$ cat src/rtl/cam_defs.vh
// register addresses, field positions and reset values of the counter array module control
`ifndef CAM_DEFS_VH
`define CAM_DEFS_VH

// ----------------------------------------
// register addresses
// ----------------------------------------
`define CAM_CTL_ADDR     8'hD8
`define CAM_MODE_BASE    8'hDA
`define CAM_LO_BASE      8'hEA
`define CAM_AUX_BASE     8'hF2
`define CAM_HI_BASE      8'hFA
`define CAM_ADDR_SPAN    8'h06
`define CAM_LOW_PAIR     8'h02
`define CAM_UPPER_OFFSET 3'h6
`define CAM_PAGE_LOWER   4'h0
`define CAM_PAGE_UPPER   4'h1

// ----------------------------------------
// mode register fields
// ----------------------------------------
`define CAM_MODE_DEAD    7
`define CAM_MODE_BUFFER  7
`define CAM_MODE_CMP     6
`define CAM_MODE_RISE    5
`define CAM_MODE_FALL    4
`define CAM_MODE_MATCH   3
`define CAM_MODE_TOGGLE  2
`define CAM_MODE_PWM     1
`define CAM_MODE_IRQ     0

// ----------------------------------------
// auxiliary width register fields
// ----------------------------------------
`define CAM_AUX_RES_HI   7
`define CAM_AUX_RES_LO   6
`define CAM_AUX_RSV_MASK 8'hCF
`define CAM_AUX_FLAG     3
`define CAM_AUX_INV      2
`define CAM_AUX_NINTH_HI 1
`define CAM_AUX_NINTH_LO 0

// ----------------------------------------
// resolution codes and reset values
// ----------------------------------------
`define CAM_RES_8        2'h0
`define CAM_RES_10       2'h1
`define CAM_RES_12       2'h2
`define CAM_RES_16       2'h3
`define CAM_LOW_WRAP     8'hFF
`define CAM_REG_RESET    8'h00

`endif

$ cat src/rtl/cam_channel.v
// one compare/pwm channel: comparator, toggle and pwm waveform
`timescale 1ns/100ps
`include "cam_defs.vh"
module cam_channel (
	// clock and reset
	input  wire        mclk,
	input  wire        sys_rst,
	// shared counter
	input  wire        countTick,
	input  wire [15:0] baseCount,
	// mode controls
	input  wire        comparatorOn,
	input  wire        matchToggleOn,
	input  wire        pulseWidthOutOn,
	input  wire        outputInvert,
	input  wire [1:0]  resolutionSel,
	// compare values
	input  wire        ninthBitHi,
	input  wire        ninthBitLo,
	input  wire [7:0]  compareHiByte,
	input  wire [7:0]  compareLoByte,
	// events and pin
	output wire        matchEvent,
	output wire        reloadLow,
	output reg         pinOut
);

	reg        rawState;
	wire [1:0] pwmCmp;
	wire       match16;
	wire       copmMatch;
	wire       pwmActive;

	// returns {equal, less} of counter against compare value at a resolution
	function [1:0] resCompare;
		input [1:0]  res;
		input [15:0] cnt;
		input [7:0]  hiB;
		input [7:0]  loB;
		input        nLo;
		begin
			case (res)
				`CAM_RES_8: begin
					resCompare = {({1'b0, cnt[7:0]} == {nLo, loB}), ({1'b0, cnt[7:0]} < {nLo, loB})};
				end
				`CAM_RES_10: begin
					resCompare = {(cnt[9:0] == {hiB[1:0], loB}), (cnt[9:0] < {hiB[1:0], loB})};
				end
				`CAM_RES_12: begin
					resCompare = {(cnt[11:0] == {hiB[3:0], loB}), (cnt[11:0] < {hiB[3:0], loB})};
				end
				default: begin
					resCompare = {(cnt == {hiB, loB}), (cnt < {hiB, loB})};
				end
			endcase
		end
	endfunction

	assign pwmActive = comparatorOn & pulseWidthOutOn;
	assign pwmCmp    = resCompare(resolutionSel, baseCount, compareHiByte, compareLoByte, ninthBitLo);
	// plain 16-bit match, only with comparator on and pwm off
	assign match16   = countTick & comparatorOn & ~pulseWidthOutOn & (baseCount == {compareHiByte, compareLoByte});
	assign copmMatch = countTick & pwmActive & matchToggleOn & pwmCmp[1];
	assign matchEvent = match16;
	// low-byte wrap reloads the active 9-bit duty value
	assign reloadLow = countTick & pwmActive & (resolutionSel == `CAM_RES_8)
		& (baseCount[7:0] == `CAM_LOW_WRAP);

	// waveform state; untouched when the module is idle
	always @(posedge mclk) begin
		if (sys_rst) begin
			rawState <= 1'b0;
			pinOut   <= 1'b0;
		end else begin
			if ((match16 & matchToggleOn) | copmMatch) begin
				rawState <= ~rawState;
			end else if (countTick & pwmActive & ~matchToggleOn) begin
				rawState <= ~pwmCmp[0];
			end
			pinOut <= rawState ^ outputInvert;
		end
	end

endmodule // cam_channel

$ cat src/rtl/cam_ctl.v
// mode control and compare/capture registers of the eight counter array modules
//
// Summary of operation
// - capture on rising, falling or either pin edge per the two capture enables
// - modules 6 and 7 never capture; their rise-capture bit is reserved
// - modules 0-5 match sets their event flag in the counter control register
// - modules 6 and 7 match sets the flag in their auxiliary register
// - toggle control inverts the module pin on each match
// - pwm control drives the pin as pulse-width output, off when clear
// - comparator enable turns the module comparator on or off
// - interrupt request only while event flag and flag enable are both set
// - dead-time enable acts on modules 0, 2, 4 only in pair buffer mode
// - module 6 bit 7 enables 6/7 pair buffering when module 6 or 7 is in pwm or compare-pwm
// - each module holds low and high compare/capture bytes
// - extended register widens pwm duty to 0..100 percent in 1/256 steps
// - resolution bits pick 8, 10, 12 or 16 bit pwm width
// - auxiliary flag valid for modules 6, 7; hardware sets, software clears
// - invert bit inverts the compare/pwm result on the pin
// - auxiliary bits 1 and 0 are ninth bits of high and low bytes
// - mode, compare and auxiliary registers reset to zero
// - modules 0-5 flags set by match or capture, cleared only by software
// - 8-bit pwm low while {0,low count} below 9-bit low compare value
// - low count wrap reloads 9-bit low compare from 9-bit high compare
`timescale 1ns/100ps
`include "cam_defs.vh"
module cam_ctl (
	// clock and reset
	input  wire        mclk,
	input  wire        sys_rst,
	// special function register access
	input  wire [7:0]  sfrAddr,
	input  wire [3:0]  sfrPage,
	input  wire        sfrWr,
	input  wire        sfrRd,
	input  wire [7:0]  sfrWrData,
	output reg  [7:0]  sfrRdData,
	// shared base counter
	input  wire        countTick,
	input  wire [15:0] baseCount,
	// pair buffer enables for pairs 0/1, 2/3, 4/5
	input  wire [2:0]  firstPairBufferOn,
	// module pins
	input  wire [5:0]  moduleIoPinIn,
	output wire [7:0]  moduleIoPinOut,
	output reg  [7:0]  moduleIoPinOe,
	// status to the rest of the array
	output reg  [7:0]  moduleIrqReq,
	output reg  [2:0]  deadTimeActive,
	output reg         upperPairBufferActive
);

	// ----------------------------------------
	// storage
	// ----------------------------------------
	reg  [7:0] modeReg [0:7];
	reg  [7:0] loReg   [0:7];
	reg  [7:0] hiReg   [0:7];
	reg  [7:0] auxReg  [0:7];
	reg  [5:0] ccfLow;

	wire [5:0] riseEdge;
	wire [5:0] fallEdge;
	wire [7:0] matchEvent;
	wire [7:0] reloadLow;
	wire [7:0] captureEvent;
	wire [7:0] flagAll;
	wire [3:0] modeHit;
	wire [3:0] loHit;
	wire [3:0] hiHit;
	wire [3:0] auxHit;
	wire [7:0] auxWrData;
	integer    i;
	integer    j;

	// ----------------------------------------
	// address decode
	// ----------------------------------------

	// returns {valid, module index} for a register group base and page
	function [3:0] decodeModule;
		input [7:0] addr;
		input [7:0] base;
		input [3:0] page;
		reg   [7:0] offs;
		begin
			offs = addr - base;
			if (offs >= `CAM_ADDR_SPAN) begin
				decodeModule = 4'h0;
			end else if (offs >= `CAM_LOW_PAIR) begin
				decodeModule = {1'b1, offs[2:0]};
			end else if (page == `CAM_PAGE_LOWER) begin
				decodeModule = {1'b1, offs[2:0]};
			end else if (page == `CAM_PAGE_UPPER) begin
				decodeModule = {1'b1, offs[2:0] + `CAM_UPPER_OFFSET};
			end else begin
				decodeModule = 4'h0;
			end
		end
	endfunction

	assign modeHit = decodeModule(sfrAddr, `CAM_MODE_BASE, sfrPage);
	assign loHit   = decodeModule(sfrAddr, `CAM_LO_BASE, sfrPage);
	assign hiHit   = decodeModule(sfrAddr, `CAM_HI_BASE, sfrPage);
	assign auxHit  = decodeModule(sfrAddr, `CAM_AUX_BASE, sfrPage);

	// true when a decoded group hit names the given module
	function hitsModule;
		input [3:0] hit;
		input [2:0] idx;
		begin
			hitsModule = hit[3] & (hit[2:0] == idx);
		end
	endfunction

	// auxiliary write data with the reserved bits forced low
	assign auxWrData = sfrWrData & `CAM_AUX_RSV_MASK;

	// ----------------------------------------
	// capture events
	// ----------------------------------------

	cam_edge_det u_edge (
		.mclk     (mclk),
		.sys_rst  (sys_rst),
		.pinIn    (moduleIoPinIn),
		.riseEdge (riseEdge),
		.fallEdge (fallEdge)
	);

	// edge qualified by each module's capture enables
	genvar g;
	generate
		for (g = 0; g < 6; g = g + 1) begin : g_cap
			assign captureEvent[g] = (riseEdge[g] & modeReg[g][`CAM_MODE_RISE])
				| (fallEdge[g] & modeReg[g][`CAM_MODE_FALL]);
		end
	endgenerate
	assign captureEvent[7:6] = 2'b00;

	// ----------------------------------------
	// compare/pwm channels
	// ----------------------------------------
	generate
		for (g = 0; g < 8; g = g + 1) begin : g_chan
			cam_channel u_chan (
				.mclk            (mclk),
				.sys_rst         (sys_rst),
				.countTick       (countTick),
				.baseCount       (baseCount),
				.comparatorOn    (modeReg[g][`CAM_MODE_CMP]),
				.matchToggleOn   (modeReg[g][`CAM_MODE_TOGGLE]),
				.pulseWidthOutOn (modeReg[g][`CAM_MODE_PWM]),
				.outputInvert    (auxReg[g][`CAM_AUX_INV]),
				.resolutionSel   (auxReg[g][`CAM_AUX_RES_HI:`CAM_AUX_RES_LO]),
				.ninthBitHi      (auxReg[g][`CAM_AUX_NINTH_HI]),
				.ninthBitLo      (auxReg[g][`CAM_AUX_NINTH_LO]),
				.compareHiByte   (hiReg[g]),
				.compareLoByte   (loReg[g]),
				.matchEvent      (matchEvent[g]),
				.reloadLow       (reloadLow[g]),
				.pinOut          (moduleIoPinOut[g])
			);
		end
	endgenerate

	// ----------------------------------------
	// register writes and hardware updates
	// ----------------------------------------

	// software writes; capture, reload and flag set win over a same-cycle write
	always @(posedge mclk) begin
		if (sys_rst) begin
			for (i = 0; i < 8; i = i + 1) begin
				modeReg[i] <= `CAM_REG_RESET;
				loReg[i]   <= `CAM_REG_RESET;
				hiReg[i]   <= `CAM_REG_RESET;
				auxReg[i]  <= `CAM_REG_RESET;
			end
			ccfLow <= 6'h00;
		end else begin
			for (i = 0; i < 8; i = i + 1) begin
				// mode register; reserved bits of modules 6 and 7 stay zero
				if (sfrWr && hitsModule(modeHit, i[2:0])) begin
					if (i == 6) begin
						modeReg[i] <= sfrWrData & 8'hDF;
					end else if (i == 7) begin
						modeReg[i] <= sfrWrData & 8'h5F;
					end else begin
						modeReg[i] <= sfrWrData;
					end
				end
				// compare bytes: capture loads the shared count
				if (captureEvent[i]) begin
					loReg[i] <= baseCount[7:0];
					hiReg[i] <= baseCount[15:8];
				end else begin
					if (reloadLow[i]) begin
						loReg[i] <= hiReg[i];
					end else if (sfrWr && hitsModule(loHit, i[2:0])) begin
						loReg[i] <= sfrWrData;
					end
					if (sfrWr && hitsModule(hiHit, i[2:0])) begin
						hiReg[i] <= sfrWrData;
					end
				end
				// auxiliary register; reserved bits held at zero
				if (sfrWr && hitsModule(auxHit, i[2:0])) begin
					auxReg[i][7:4] <= auxWrData[7:4];
					auxReg[i][2:0] <= sfrWrData[2:0];
				end
				if (reloadLow[i]) begin
					auxReg[i][`CAM_AUX_NINTH_LO] <= auxReg[i][`CAM_AUX_NINTH_HI];
				end
				// upper module flags: set on match, software clears by writing zero
				if (i >= 6) begin
					if (matchEvent[i] & modeReg[i][`CAM_MODE_MATCH]) begin
						auxReg[i][`CAM_AUX_FLAG] <= 1'b1;
					end else if (sfrWr && hitsModule(auxHit, i[2:0]) && !sfrWrData[`CAM_AUX_FLAG]) begin
						auxReg[i][`CAM_AUX_FLAG] <= 1'b0;
					end
				end else begin
					auxReg[i][`CAM_AUX_FLAG] <= 1'b0;
				end
			end
			// lower module flags in counter control; a set beats a clear
			if (sfrWr && (sfrAddr == `CAM_CTL_ADDR)) begin
				ccfLow <= (ccfLow & sfrWrData[5:0]) | captureEvent[5:0]
					| (matchEvent[5:0] & matchEnables(1'b0));
			end else begin
				ccfLow <= ccfLow | captureEvent[5:0] | (matchEvent[5:0] & matchEnables(1'b0));
			end
		end
	end

	// match-control bits of modules 0 to 5
	function [5:0] matchEnables;
		input dummy;
		integer k;
		begin
			for (k = 0; k < 6; k = k + 1) begin
				matchEnables[k] = modeReg[k][`CAM_MODE_MATCH];
			end
		end
	endfunction

	assign flagAll = {auxReg[7][`CAM_AUX_FLAG], auxReg[6][`CAM_AUX_FLAG], ccfLow};

	// ----------------------------------------
	// status outputs
	// ----------------------------------------

	// interrupt requests, pin enables, dead-time and pair buffering
	always @(posedge mclk) begin
		if (sys_rst) begin
			moduleIrqReq          <= 8'h00;
			moduleIoPinOe         <= 8'h00;
			deadTimeActive        <= 3'h0;
			upperPairBufferActive <= 1'b0;
		end else begin
			for (j = 0; j < 8; j = j + 1) begin
				moduleIrqReq[j]  <= flagAll[j] & modeReg[j][`CAM_MODE_IRQ];
				moduleIoPinOe[j] <= modeReg[j][`CAM_MODE_CMP]
					& (modeReg[j][`CAM_MODE_PWM] | modeReg[j][`CAM_MODE_TOGGLE]);
			end
			for (j = 0; j < 3; j = j + 1) begin
				deadTimeActive[j] <= modeReg[2 * j][`CAM_MODE_DEAD] & firstPairBufferOn[j]
					& modeReg[2 * j][`CAM_MODE_PWM];
			end
			upperPairBufferActive <= modeReg[6][`CAM_MODE_BUFFER]
				& (modeReg[6][`CAM_MODE_PWM] | modeReg[7][`CAM_MODE_PWM]);
		end
	end

	// ----------------------------------------
	// register reads
	// ----------------------------------------

	// registered read data, zero for unmapped addresses
	always @(posedge mclk) begin
		if (sys_rst) begin
			sfrRdData <= 8'h00;
		end else if (sfrRd) begin
			if (sfrAddr == `CAM_CTL_ADDR) begin
				sfrRdData <= {2'b00, ccfLow};
			end else if (modeHit[3]) begin
				sfrRdData <= modeReg[modeHit[2:0]];
			end else if (loHit[3]) begin
				sfrRdData <= loReg[loHit[2:0]];
			end else if (hiHit[3]) begin
				sfrRdData <= hiReg[hiHit[2:0]];
			end else if (auxHit[3]) begin
				sfrRdData <= auxReg[auxHit[2:0]];
			end else begin
				sfrRdData <= 8'h00;
			end
		end
	end

endmodule // cam_ctl

$ cat src/rtl/cam_edge_det.v
// edge detector for the capture-capable module pins
`timescale 1ns/100ps
module cam_edge_det (
	// clock and reset
	input  wire       mclk,
	input  wire       sys_rst,
	// pin levels
	input  wire [5:0] pinIn,
	// edge pulses
	output reg  [5:0] riseEdge,
	output reg  [5:0] fallEdge
);

	reg [5:0] prevLevel;

	// remember last level and flag transitions
	always @(posedge mclk) begin
		if (sys_rst) begin
			prevLevel <= 6'h00;
			riseEdge  <= 6'h00;
			fallEdge  <= 6'h00;
		end else begin
			prevLevel <= pinIn;
			riseEdge  <= pinIn & ~prevLevel;
			fallEdge  <= ~pinIn & prevLevel;
		end
	end

endmodule // cam_edge_det

$ cat config.mk
export PLATFORM = sky130hd
export DESIGN_NAME = cam_ctl
export DESIGN_NICKNAME = d
export VERILOG_FILES = /design/src/rtl/cam_channel.v /design/src/rtl/cam_ctl.v /design/src/rtl/cam_edge_det.v
export VERILOG_INCLUDE_DIRS = /design/src /design/src/rtl
export SDC_FILE = /design/constraint.sdc
export NUM_CORES = 1
export LEC_CHECK = 0
export BUFFER_PORTS_ARGS = -buffer_cell sky130_fd_sc_hd__buf_2
export CORE_MARGIN = 10
export CORE_UTILIZATION = 30
export CTS_CLUSTER_DIAMETER = 120
export DETAILED_ROUTE_END_ITERATION = 10
export PLACE_DENSITY = 0.5
export SYNTH_ARGS = -nofsm -noshare
export SYNTH_HDL_FRONTEND = slang
export SYNTH_SLANG_ARGS = --single-unit
$ cat constraint.sdc
create_clock -name mclk -period 4.1 [get_ports mclk]
set_input_delay 0.82 -clock mclk [delete_from_list [all_inputs] [get_ports mclk]]
set_output_delay 0.82 -clock mclk [all_outputs]
set_load 0.1 [all_outputs]
==> impl_metrics.ini, run 1 <==
[run_status]
status = complete, no violations

[clock_tree]
htree_num_levels = 2
cts_made_buffers = 36
hold_buffers = 0
cts_root_buf = clkbuf_16
clockBufferDepth = 3
clkLatencyLatePin_ns = 0.56
post_cts_resized = 0
path_clk_slew_ns = 0.06
cts_sinks = 304
cts_tree = done
post-cts-setup-buffer-count = 0

[die]
core_um2 = 62700
initial_core_util_pct = 30.2
core.rowCount = 92
die_h_um = 271
die_w_um = 271
io_pins = 86
die_area_um2 = 73600

[sta]
drv_slew = 0
finalSetupViolations = 0
period_share_pct = 98.6
maxSlewHeadroom_pct = 33.4
fin_crit_ns = 4.04
clock_skew_ns = 0.0231
rsz0062_at_grt = false
tightest_slew_ns = 0.996
fmax_mhz = 247
finalWorstSetupSlack_ns = 0.0588
hold_violations = 0

[yosys]
syn_avg_cell_area_um2 = 9.55
synth_cell_types = 84
synth_area_um2 = 18900
ys.flop_type = edfxtp_1
yosysWarnings = 0
synth_edf_count = 231
netlist_top_cells_count = 231 x edfxtp_1, 204 x nand2_1, 189 x nor2_1, 164 x inv_1, 130 x ha_1
synth_top_area_cell = edfxtp_1
synth.most_common_cell = edfxtp_1
synth_area_leaders = edfxtp_1 37%, ha_1 8.6%, dfxtp_1 7.7%
synth_seq_cells = 304
yosysTopAreaCellShare_pct = 36.6
async_reset_ff_share_pct = 0
postSynthCellCount = 1983
ys_seq_area_share_pct = 44.3

[routing]
postRouteAntennaNets = 0
drc_errors = 0
drt_wl_total_um = 84600
drt_iter0_drc = 2036
wl_per_cell_um = 27.9
drt_pre_antenna_iters = 8
vias = 16956
via_per_inst = 5.58

[worst_hold_path]
hold_class = flop to flop
hold_path_end = u_edge.riseEdge[3]$_SDFF_PP0_
min_from = u_edge.prevLevel[3]$_SDFF_PP0_
whs_path_depth = 1

[layout]
nets = 2343
fin_cells = 3036
synthToLayoutAreaGrowth_pct = 18.4
drive_above_1_share_pct = 16.1
fill_cells = 6422

[global_routing]
antenna_found_initial = 0
grt_usage_pct = 22.2
grt_pass1_vias = 16490
grt_overflow = 0
grt_pass1_wl_um = 119000
grt_max_degree = 79

[pwr]
power_density_nw_per_um2 = 380
ir_drop_v = 0.000236
leakagePower_uw = 0.00912
finalPower_uw = 8530

[worst_setup_path]
startpoint_type = primary input
cp.required_ns = 4.53
crit_path_max_fanout = 9
r2r_end = g_chan[0].u_chan.rawState$_SDFFE_PP0P_
timing.rr.start = loReg[0][1]$_SDFFCE_PN0P_
cp_data_arrival_time_ns = 4.47
critPathKind = primary input to flop
critPathCaptureType = flop
rr_worst_depth = 11
r2r_setup_slack_ns = 1.38

[placement]
pre_cts_ws_ns = -0.334
dp.cells = 2971
port_buffers = 85
gp_congestion = 1.05
dp_hpwl_um = 66000

[job]
drv_cap = 0
cell type report:
cell class                      count  area [um^2]  area share, %
Inverter                          164          616           2.74
Sequential cell                   304         8400           37.4
Clock inverter                     25          369           1.65
Clock buffer                       38          918           4.09
Tap cell                          846         1060           4.72
Timing Repair Buffer              233         1570           7.02
Multi-Input combinational cell   1424         9490           42.3
Antenna cell                        2         5.00         0.0223
report_power, final:
group | internal (uW) | switching (uW) | total (uW) | leakage (uW)
Sequential | 3500 | 188 | 3690 | 0.00292
Clock | 2150 | 1390 | 3540 | 0.000626
Combinational | 409 | 899 | 1310 | 0.00557
Total | 6060 | 2470 | 8530 | 0.00912
state kept, by name, indices dropped and copies added (netlist names), 8 cells and up:
signal,cells
hiReg,64
loReg,64
modeReg,61
auxReg,47
g_chan.u_chan.pinOut,8
g_chan.u_chan.rawState,8
moduleIoPinOe,8
moduleIrqReq,8
sfrRdData,8
cell families (layout without fill, tap and decap cells):
group | after synthesis | count (layout) | synth area share [%]
AND/OR/NAND/NOR | 686 | 686 | 18.0
flip-flops | 304 | 304 | 44.3
other | 1 | 7 | 0.0198
buffers and inverters | 259 | 460 | 5.69
AO/OA/AOI/OAI | 522 | 522 | 18.7
adder cells (fa/ha/maj) | 130 | 130 | 8.59
XOR/XNOR | 15 | 15 | 0.733
multiplexers | 66 | 66 | 3.90
worst max-delay path: stages:
cell and delay, ns:
buf_2 0.09, inv_1 0.06, ha_1 0.26, buf_4 0.16
nand3b_1 0.14, a32oi_1 0.47, nor4_1 0.17, buf_4 0.20
and2_1 0.28, a221o_1 0.30, a221oi_1 0.41, a211oi_1 0.14
a221oi_1 0.68, buf_4 0.22, a22oi_1 0.06
cells in the final DEF, fill, tap and decap left out, drive strengths merged, types with 14 or more instances in the layout:
master	n
a21oi	119
a221oi	27
a22o	50
a22oi	24
a31oi	22
and2	18
and3	19
buf	233
clkbuf	38
dfxtp	73
edfxtp	231
ha	130
inv	168
mux2i	48
nand2	206
nand3	39
nand4	41
nor2	189
nor2b	38
nor3	35
nor3b	14
nor4	20
o211ai	34
o21a	24
o21ai	108
o21bai	14
o22ai	15
or2	14
routing by layer:
metal	part of all wire (%)	track usage, %	routed length, um	up-vias
met1	43	28.8	36000	8274
met2	47	36.8	39400	809
met5	0	0	0	-
met3	6.2	2.57	5210	176
li1	-	-	-	7697
met4	4.6	9.31	3930	0
through the flow:
step           TNS (ns)  utilization [%]  hold WS, ns  instance area [um^2]
2_1_floorplan         0                -        0.383                 19000
3_3_place_gp     -0.424             33.7        0.388                 21100
3_5_place_dp     -0.342             33.7        0.396                 21100
4_1_cts               0             35.7        0.405                 22400
5_1_grt               0             35.7        0.413                 22400
6_report              0             35.8        0.404                 22400
worst max-delay path by stage:
stage | start | endpoint | slack [ns] | depth (start not counted)
after floorplan | sfrAddr[1] | sfrRdData[1]$_SDFFE_PP0P_ | 0.20 | 13
after global placement | sfrAddr[1] | sfrRdData[1]$_SDFFE_PP0P_ | -0.36 | 15
after detailed placement | sfrAddr[1] | sfrRdData[1]$_SDFFE_PP0P_ | -0.33 | 15
after CTS | sfrAddr[1] | sfrRdData[1]$_SDFFE_PP0P_ | 0.25 | 15
after global routing | sfrAddr[1] | sfrRdData[1]$_SDFFE_PP0P_ | 0.07 | 15
final | sfrAddr[1] | sfrRdData[1]$_SDFFE_PP0P_ | 0.06 | 15
(Power assumes the default switching activity.)
==> inputs of run 2 (changes only) <==
--- a/config.mk
+++ b/config.mk
@@ -6,6 +6,7 @@
 export SDC_FILE = /design/constraint.sdc
 export NUM_CORES = 1
 export LEC_CHECK = 0
+export ABC_AREA = 1
 export BUFFER_PORTS_ARGS = -buffer_cell sky130_fd_sc_hd__buf_2
 export CORE_MARGIN = 10
 export CORE_UTILIZATION = 30
==> impl_metrics.ini, run 2 <==
[worst_hold_path]
hold_class = flop to flop

[sta]
period_share_pct = 85.8
fmax_mhz = 284
drv_slew = 0
finalSetupViolations = 0
rsz0062_at_grt = false
fin_crit_ns = 3.52
clock_skew_ns = 0.0214
maxSlewHeadroom_pct = 43.1
hold_violations = 0
tightest_slew_ns = 0.845
timing.hold.ws_ns = 0.414
setup_tns_ns = 0

[worst_setup_path]
path_cells = buf_2 > inv_2 > ha_1 > inv_2 > nand2_1 > nand2_1 > nand2_1 > a31oi_1 > nand2_1 > clkinv_1 > nand3_2 > nor2_8 > inv_2 > nor4_1 > nor2_1 > nand2_1
slowest_delay_ns = 0.65
cp.required_ns = 4.34
crit_path_max_fanout = 8
startpoint_type = primary input
cp_slowest_cell = nor4_1
cp.buffers_inverters = 5
crit_top_cell = nand2_1
cp_data_arrival_time_ns = 3.76
critPathCaptureType = flop
cp_top_family = simple AND/OR/NAND/NOR gates
critPathKind = primary input to flop

[layout]
nets = 2955
fill_cells = 6990
drive_above_1_share_pct = 11.0
synthToLayoutAreaGrowth_pct = 15.9
reg_top3 = hiReg: 64 flops, loReg: 64 flops, modeReg: 61 flops
final_cell_mix = 658 x nand2_1, 382 x inv_1, 248 x nor2_1, 231 x edfxtp_1, 150 x a21oi_1
final_common_cell = nand2_1

[yosys]
synth_edf_count = 231
syn_avg_cell_area_um2 = 7.60
yosysWarnings = 0
ys_seq_area_share_pct = 42.1
synthXorXnorAreaFrac_pct = 0.351
yosys.area_share.simple_pct = 25.9
ys.flop_type = edfxtp_1
synth_compound_area_share_pct = 13.5
synth_top_family_by_area = simple AND/OR/NAND/NOR gates
postSynthCellCount = 2627
synth_top_area_cell = edfxtp_1
yosysTopAreaCellShare_pct = 34.7
synth.most_common_cell = nand2_1
synth_area_um2 = 20000
async_reset_ff_share_pct = 0
netlist_top_cells_count = 658 x nand2_1, 383 x inv_1, 248 x nor2_1, 231 x edfxtp_1, 150 x a21oi_1
synth_fa_ha_area_share_pct = 8.15
synth_seq_cells = 304
synthMuxAreaShare_pct = 0.0501
synth_area_leaders = edfxtp_1 35%, nand2_1 12%, ha_1 8.1%
synth_cell_types = 63

[die]
die_area_um2 = 77300
core.rowCount = 94
core_um2 = 65900
initial_core_util_pct = 30.3
die_h_um = 278
die_w_um = 278
io_pins = 86

[routing]
drt_wl_total_um = 92100
via_per_inst = 5.38
drt_pre_antenna_iters = 5
drt_iter0_drc = 2368
postRouteAntennaNets = 0
drc_errors = 0
wl_per_cell_um = 25.1
vias = 19727

[pwr]
power_density_nw_per_um2 = 369
ir_drop_v = 0.000246
leakagePower_uw = 0.0106

[clock_tree]
cts_sinks = 304
path_clk_slew_ns = 0.05
htree_num_levels = 2
cts_tree = done
cts_root_buf = clkbuf_16
clockBufferDepth = 3
hold_buffers = 0
post-cts-setup-buffer-count = 0
post_cts_resized = 0
clkLatencyLatePin_ns = 0.58
cts_made_buffers = 39

[global_routing]
grt_usage_pct = 23.1
grt_max_degree = 45
grt_pass1_vias = 19206
grt_overflow = 0
grt_pass1_wl_um = 132000
antenna_found_initial = 2

[placement]
port_buffers = 85
dp_hpwl_um = 71800
gp_congestion = 1.04

[run_status]
status = complete, no violations

[job]
drv_cap = 0
## run 2: changes by cell type in the layout (fill, tap and decap cells not counted), moves of 26 or more
cell	delta
nor2_1	+59
mux2i_1	-47
inv_1	+219
a21oi_1	+31
o21ai_0	+45
nor2b_1	-37
buf_4	-39
nand2_1	+454
o22ai_1	+48
o21ai_1	+27
nand4_1	+29
a22o_1	-47
a221oi_1	-26
nand3_1	+93
## run 2: routing by layer
layer / wire (um) / GRT usage, % / part of all wire (%)
met1: 38600 / 30.1 / 42
met2: 40100 / 36.0 / 43
met4: 4610 / 10.6 / 5.0
met3: 8840 / 5.23 / 9.6
met5: 23 / 0 / 0.025
## run 2: metrics by stage
stage	util [%]	total power, uW	setup WS (ns)	instance area [um^2]	instances
4_1_cts	35.1	8550	0.663	23100	3668
2_1_floorplan	-	4530	0.578	20000	2631
3_5_place_dp	33.3	5180	0.0703	21900	3598
5_1_grt	35.1	8850	0.274	23100	3668
3_3_place_gp	33.3	5160	0.0931	21900	3598
6_report	35.1	8550	0.581	23100	3669
## run 2: logic make-up (layout without fill, tap and decap cells)
group | after synthesis | in the layout
other | 1 | 6
adders and majority gates | 130 | 130
DFF | 304 | 304
xor gates and xnor gates | 8 | 8
and+or+nand+nor | 1200 | 1200
AOI/OAI and AO/OA | 476 | 476
buffers and inverters | 507 | 680
muxes | 1 | 1
## run 2: layout make-up
| cell class | instances | area, um^2 | share of cell area (%) |
|---|---|---|---|
| flip-flops and latches | 304 | 8400 | 36.3 |
| clock buffers | 52 | 1100 | 4.75 |
| well taps | 864 | 1080 | 4.67 |
| inverters | 417 | 1570 | 6.77 |
| diodes | 1 | 2.50 | 0.0108 |
| multi-input cells | 1820 | 9580 | 41.4 |
| repair buffers | 193 | 1280 | 5.51 |
| clock inverters | 18 | 138 | 0.595 |
## run 2: final timing paths
check	start	to	slack, ns	depth (start not counted)
worst max register to register	modeReg[3][5]$_SDFFCE_PN0P_	loReg[3][5]$_SDFFCE_PN0P_	1.30	9
worst max-delay path	sfrAddr[2]	loReg[6][5]$_SDFFCE_PP0P_	0.58	16
worst min register to register	u_edge.prevLevel[5]$_SDFF_PP0_	u_edge.riseEdge[5]$_SDFF_PP0_	0.41	1
worst min-delay path	u_edge.prevLevel[5]$_SDFF_PP0_	u_edge.riseEdge[5]$_SDFF_PP0_	0.41	1
## run 2: where the power goes
part / switching (uW) / internal (uW)
Sequential: 133 / 3510
Clock: 1440 / 1960
Combinational: 1110 / 402
==> inputs of run 3 (changes only) <==
==> constraint.sdc (replaced) <==
create_clock -name mclk -period 3.1 [get_ports mclk]
set_input_delay 0.62 -clock mclk [delete_from_list [all_inputs] [get_ports mclk]]
set_output_delay 0.62 -clock mclk [all_outputs]
set_load 0.1 [all_outputs]
==> impl_metrics.ini, run 3 (synthesis results as in run 2) <==
[clock_tree]
clkLatencyLatePin_ns = 0.58
hold_buffers = 0
clockBufferDepth = 3
post_cts_resized = 0
cts_root_buf = clkbuf_16
htree_num_levels = 2
cts_sinks = 304
cts_made_buffers = 40
path_clk_slew_ns = 0.06
post-cts-setup-buffer-count = 0
cts_tree = done

[sta]
drv_slew = 0
clock_skew_ns = 0.0238
rsz0062_at_grt = false
finalSetupViolations = 0
fmax_mhz = 349
fin_crit_ns = 2.87
tightest_slew_ns = 0.636
timing.hold.ws_ns = 0.266
hold_violations = 0
maxSlewHeadroom_pct = 57.4
finalWorstSetupSlack_ns = 0.232
period_share_pct = 92.5

[layout]
fin_cells = 3905
synthToLayoutAreaGrowth_pct = 27.4
final_cell_mix = 655 x nand2_1, 382 x inv_1, 320 x buf_4, 247 x nor2_1, 231 x edfxtp_1
final_common_cell = nand2_1
diodes = 0
drive_above_1_share_pct = 18.3
reg_top3 = hiReg: 64 flops, loReg: 64 flops, modeReg: 61 flops
nets = 3190
design_area_um2 = 25400
fill_cells = 6843

[global_routing]
grt_pass1_wl_um = 135000
grt_overflow = 0
grt_usage_pct = 23.7
grt_pass1_vias = 19840
grt_max_degree = 41
antenna_found_initial = 2

[worst_hold_path]
hold_class = primary input to flop
min_from = moduleIoPinIn[0]

[routing]
via_per_inst = 5.24
postRouteAntennaNets = 0
wl_per_cell_um = 24.3
drc_errors = 0
drt_pre_antenna_iters = 6
drt_wl_total_um = 94800
drt_iter0_drc = 2393
vias = 20457

[worst_setup_path]
cp.required_ns = 3.39
critPathKind = primary input to flop
cp-startpoint = sfrAddr[1]
cp_data_arrival_time_ns = 3.16
startpoint_type = primary input
crit_path_max_fanout = 8
timing.rr.start = hiReg[2][3]$_SDFFCE_PN0P_
critPathCaptureType = flop

[die]
die_h_um = 278
core_um2 = 65900
core.rowCount = 94
initial_core_util_pct = 30.3
io_pins = 86
die_area_um2 = 77300
die_w_um = 278

[job]
drv_cap = 0

[placement]
dp_hpwl_um = 77100
dp.cells = 3832
gp_congestion = 1.02
place_area_um2 = 24000
port_buffers = 85
pre_cts_ws_ns = -0.456

[run_status]
status = complete, no violations

[pwr]
power_density_nw_per_um2 = 479
finalPower_uw = 12200
ir_drop_v = 0.000399
leakagePower_uw = 0.0119
[run 3: changes by cell type in the layout (fill, tap and decap cells not counted), sizes merged]
cell and change:
clkinv -1, bufinv +7, clkbuf -2, buf +234, diode -1, clkinvlp -1
[run 3: final timing paths]
| kind | endpoint | slack, ns | cells after the start |
|---|---|---|---|
| hold reg to reg | u_edge.riseEdge[4]$_SDFF_PP0_ | 0.42 | 1 |
| setup / recovery | loReg[6][4]$_SDFFCE_PP0P_ | 0.23 | 21 |
| setup reg to reg | g_chan[2].u_chan.rawState$_SDFFE_PP0P_ | 0.49 | 11 |
| hold / removal | u_edge.prevLevel[0]$_SDFF_PP0_ | 0.27 | 3 |
[run 3: worst max-delay path, stage by stage]
cell and delay, ns:
buf_2 0.12, inv_4 0.04, buf_4 0.13, nand2_2 0.09, nand2_1 0.07, nand2_1 0.08
nand2_1 0.05, nand2_1 0.05, nand2_1 0.09, nor2_4 0.19, nand2_1 0.10, nand2_1 0.08
nand3_2 0.23, buf_4 0.25, nor2_8 0.12, inv_2 0.06, nor4_1 0.20, buf_4 0.20
nor2_1 0.06, inv_1 0.21, a22oi_1 0.10
[run 3: per-layer routing]
layer	track usage, %	routed length (um)	up-vias
met5	0	0	-
met4	11.6	5060	0
met3	4.19	7670	196
met2	37.6	42300	983
met1	30.7	39800	9692
li1	-	-	9586
[run 3: cell type report]
type | instances | area, um^2 | area share [%]
Clock inverter | 23 | 367 | 1.44
Tap cell | 864 | 1080 | 4.25
Clock buffer | 50 | 1070 | 4.21
Sequential cell | 304 | 8400 | 33.0
Multi-Input combinational cell | 1820 | 9660 | 38.0
Inverter | 417 | 1570 | 6.18
Timing Repair Buffer | 427 | 3280 | 12.9
[run 3: through the flow]
| stage | utilization [%] | TNS (ns) |
|---|---|---|
| after CTS | 38.6 | 0 |
| after global placement | 36.4 | -50.45 |
| after global routing | 38.6 | 0 |
| after detailed placement | 36.4 | -49.90 |
| final | 38.6 | 0 |
| after floorplan | - | -0.0605 |
[run 3: power by group]
group | switching, uW | internal [uW] | leakage (uW) | total, uW
clock network | 1990 | 3150 | 0.000691 | 5130
logic | 1510 | 707 | 0.00827 | 2210
registers | 190 | 4640 | 0.00291 | 4830
total | 3680 | 8490 | 0.0119 | 12200
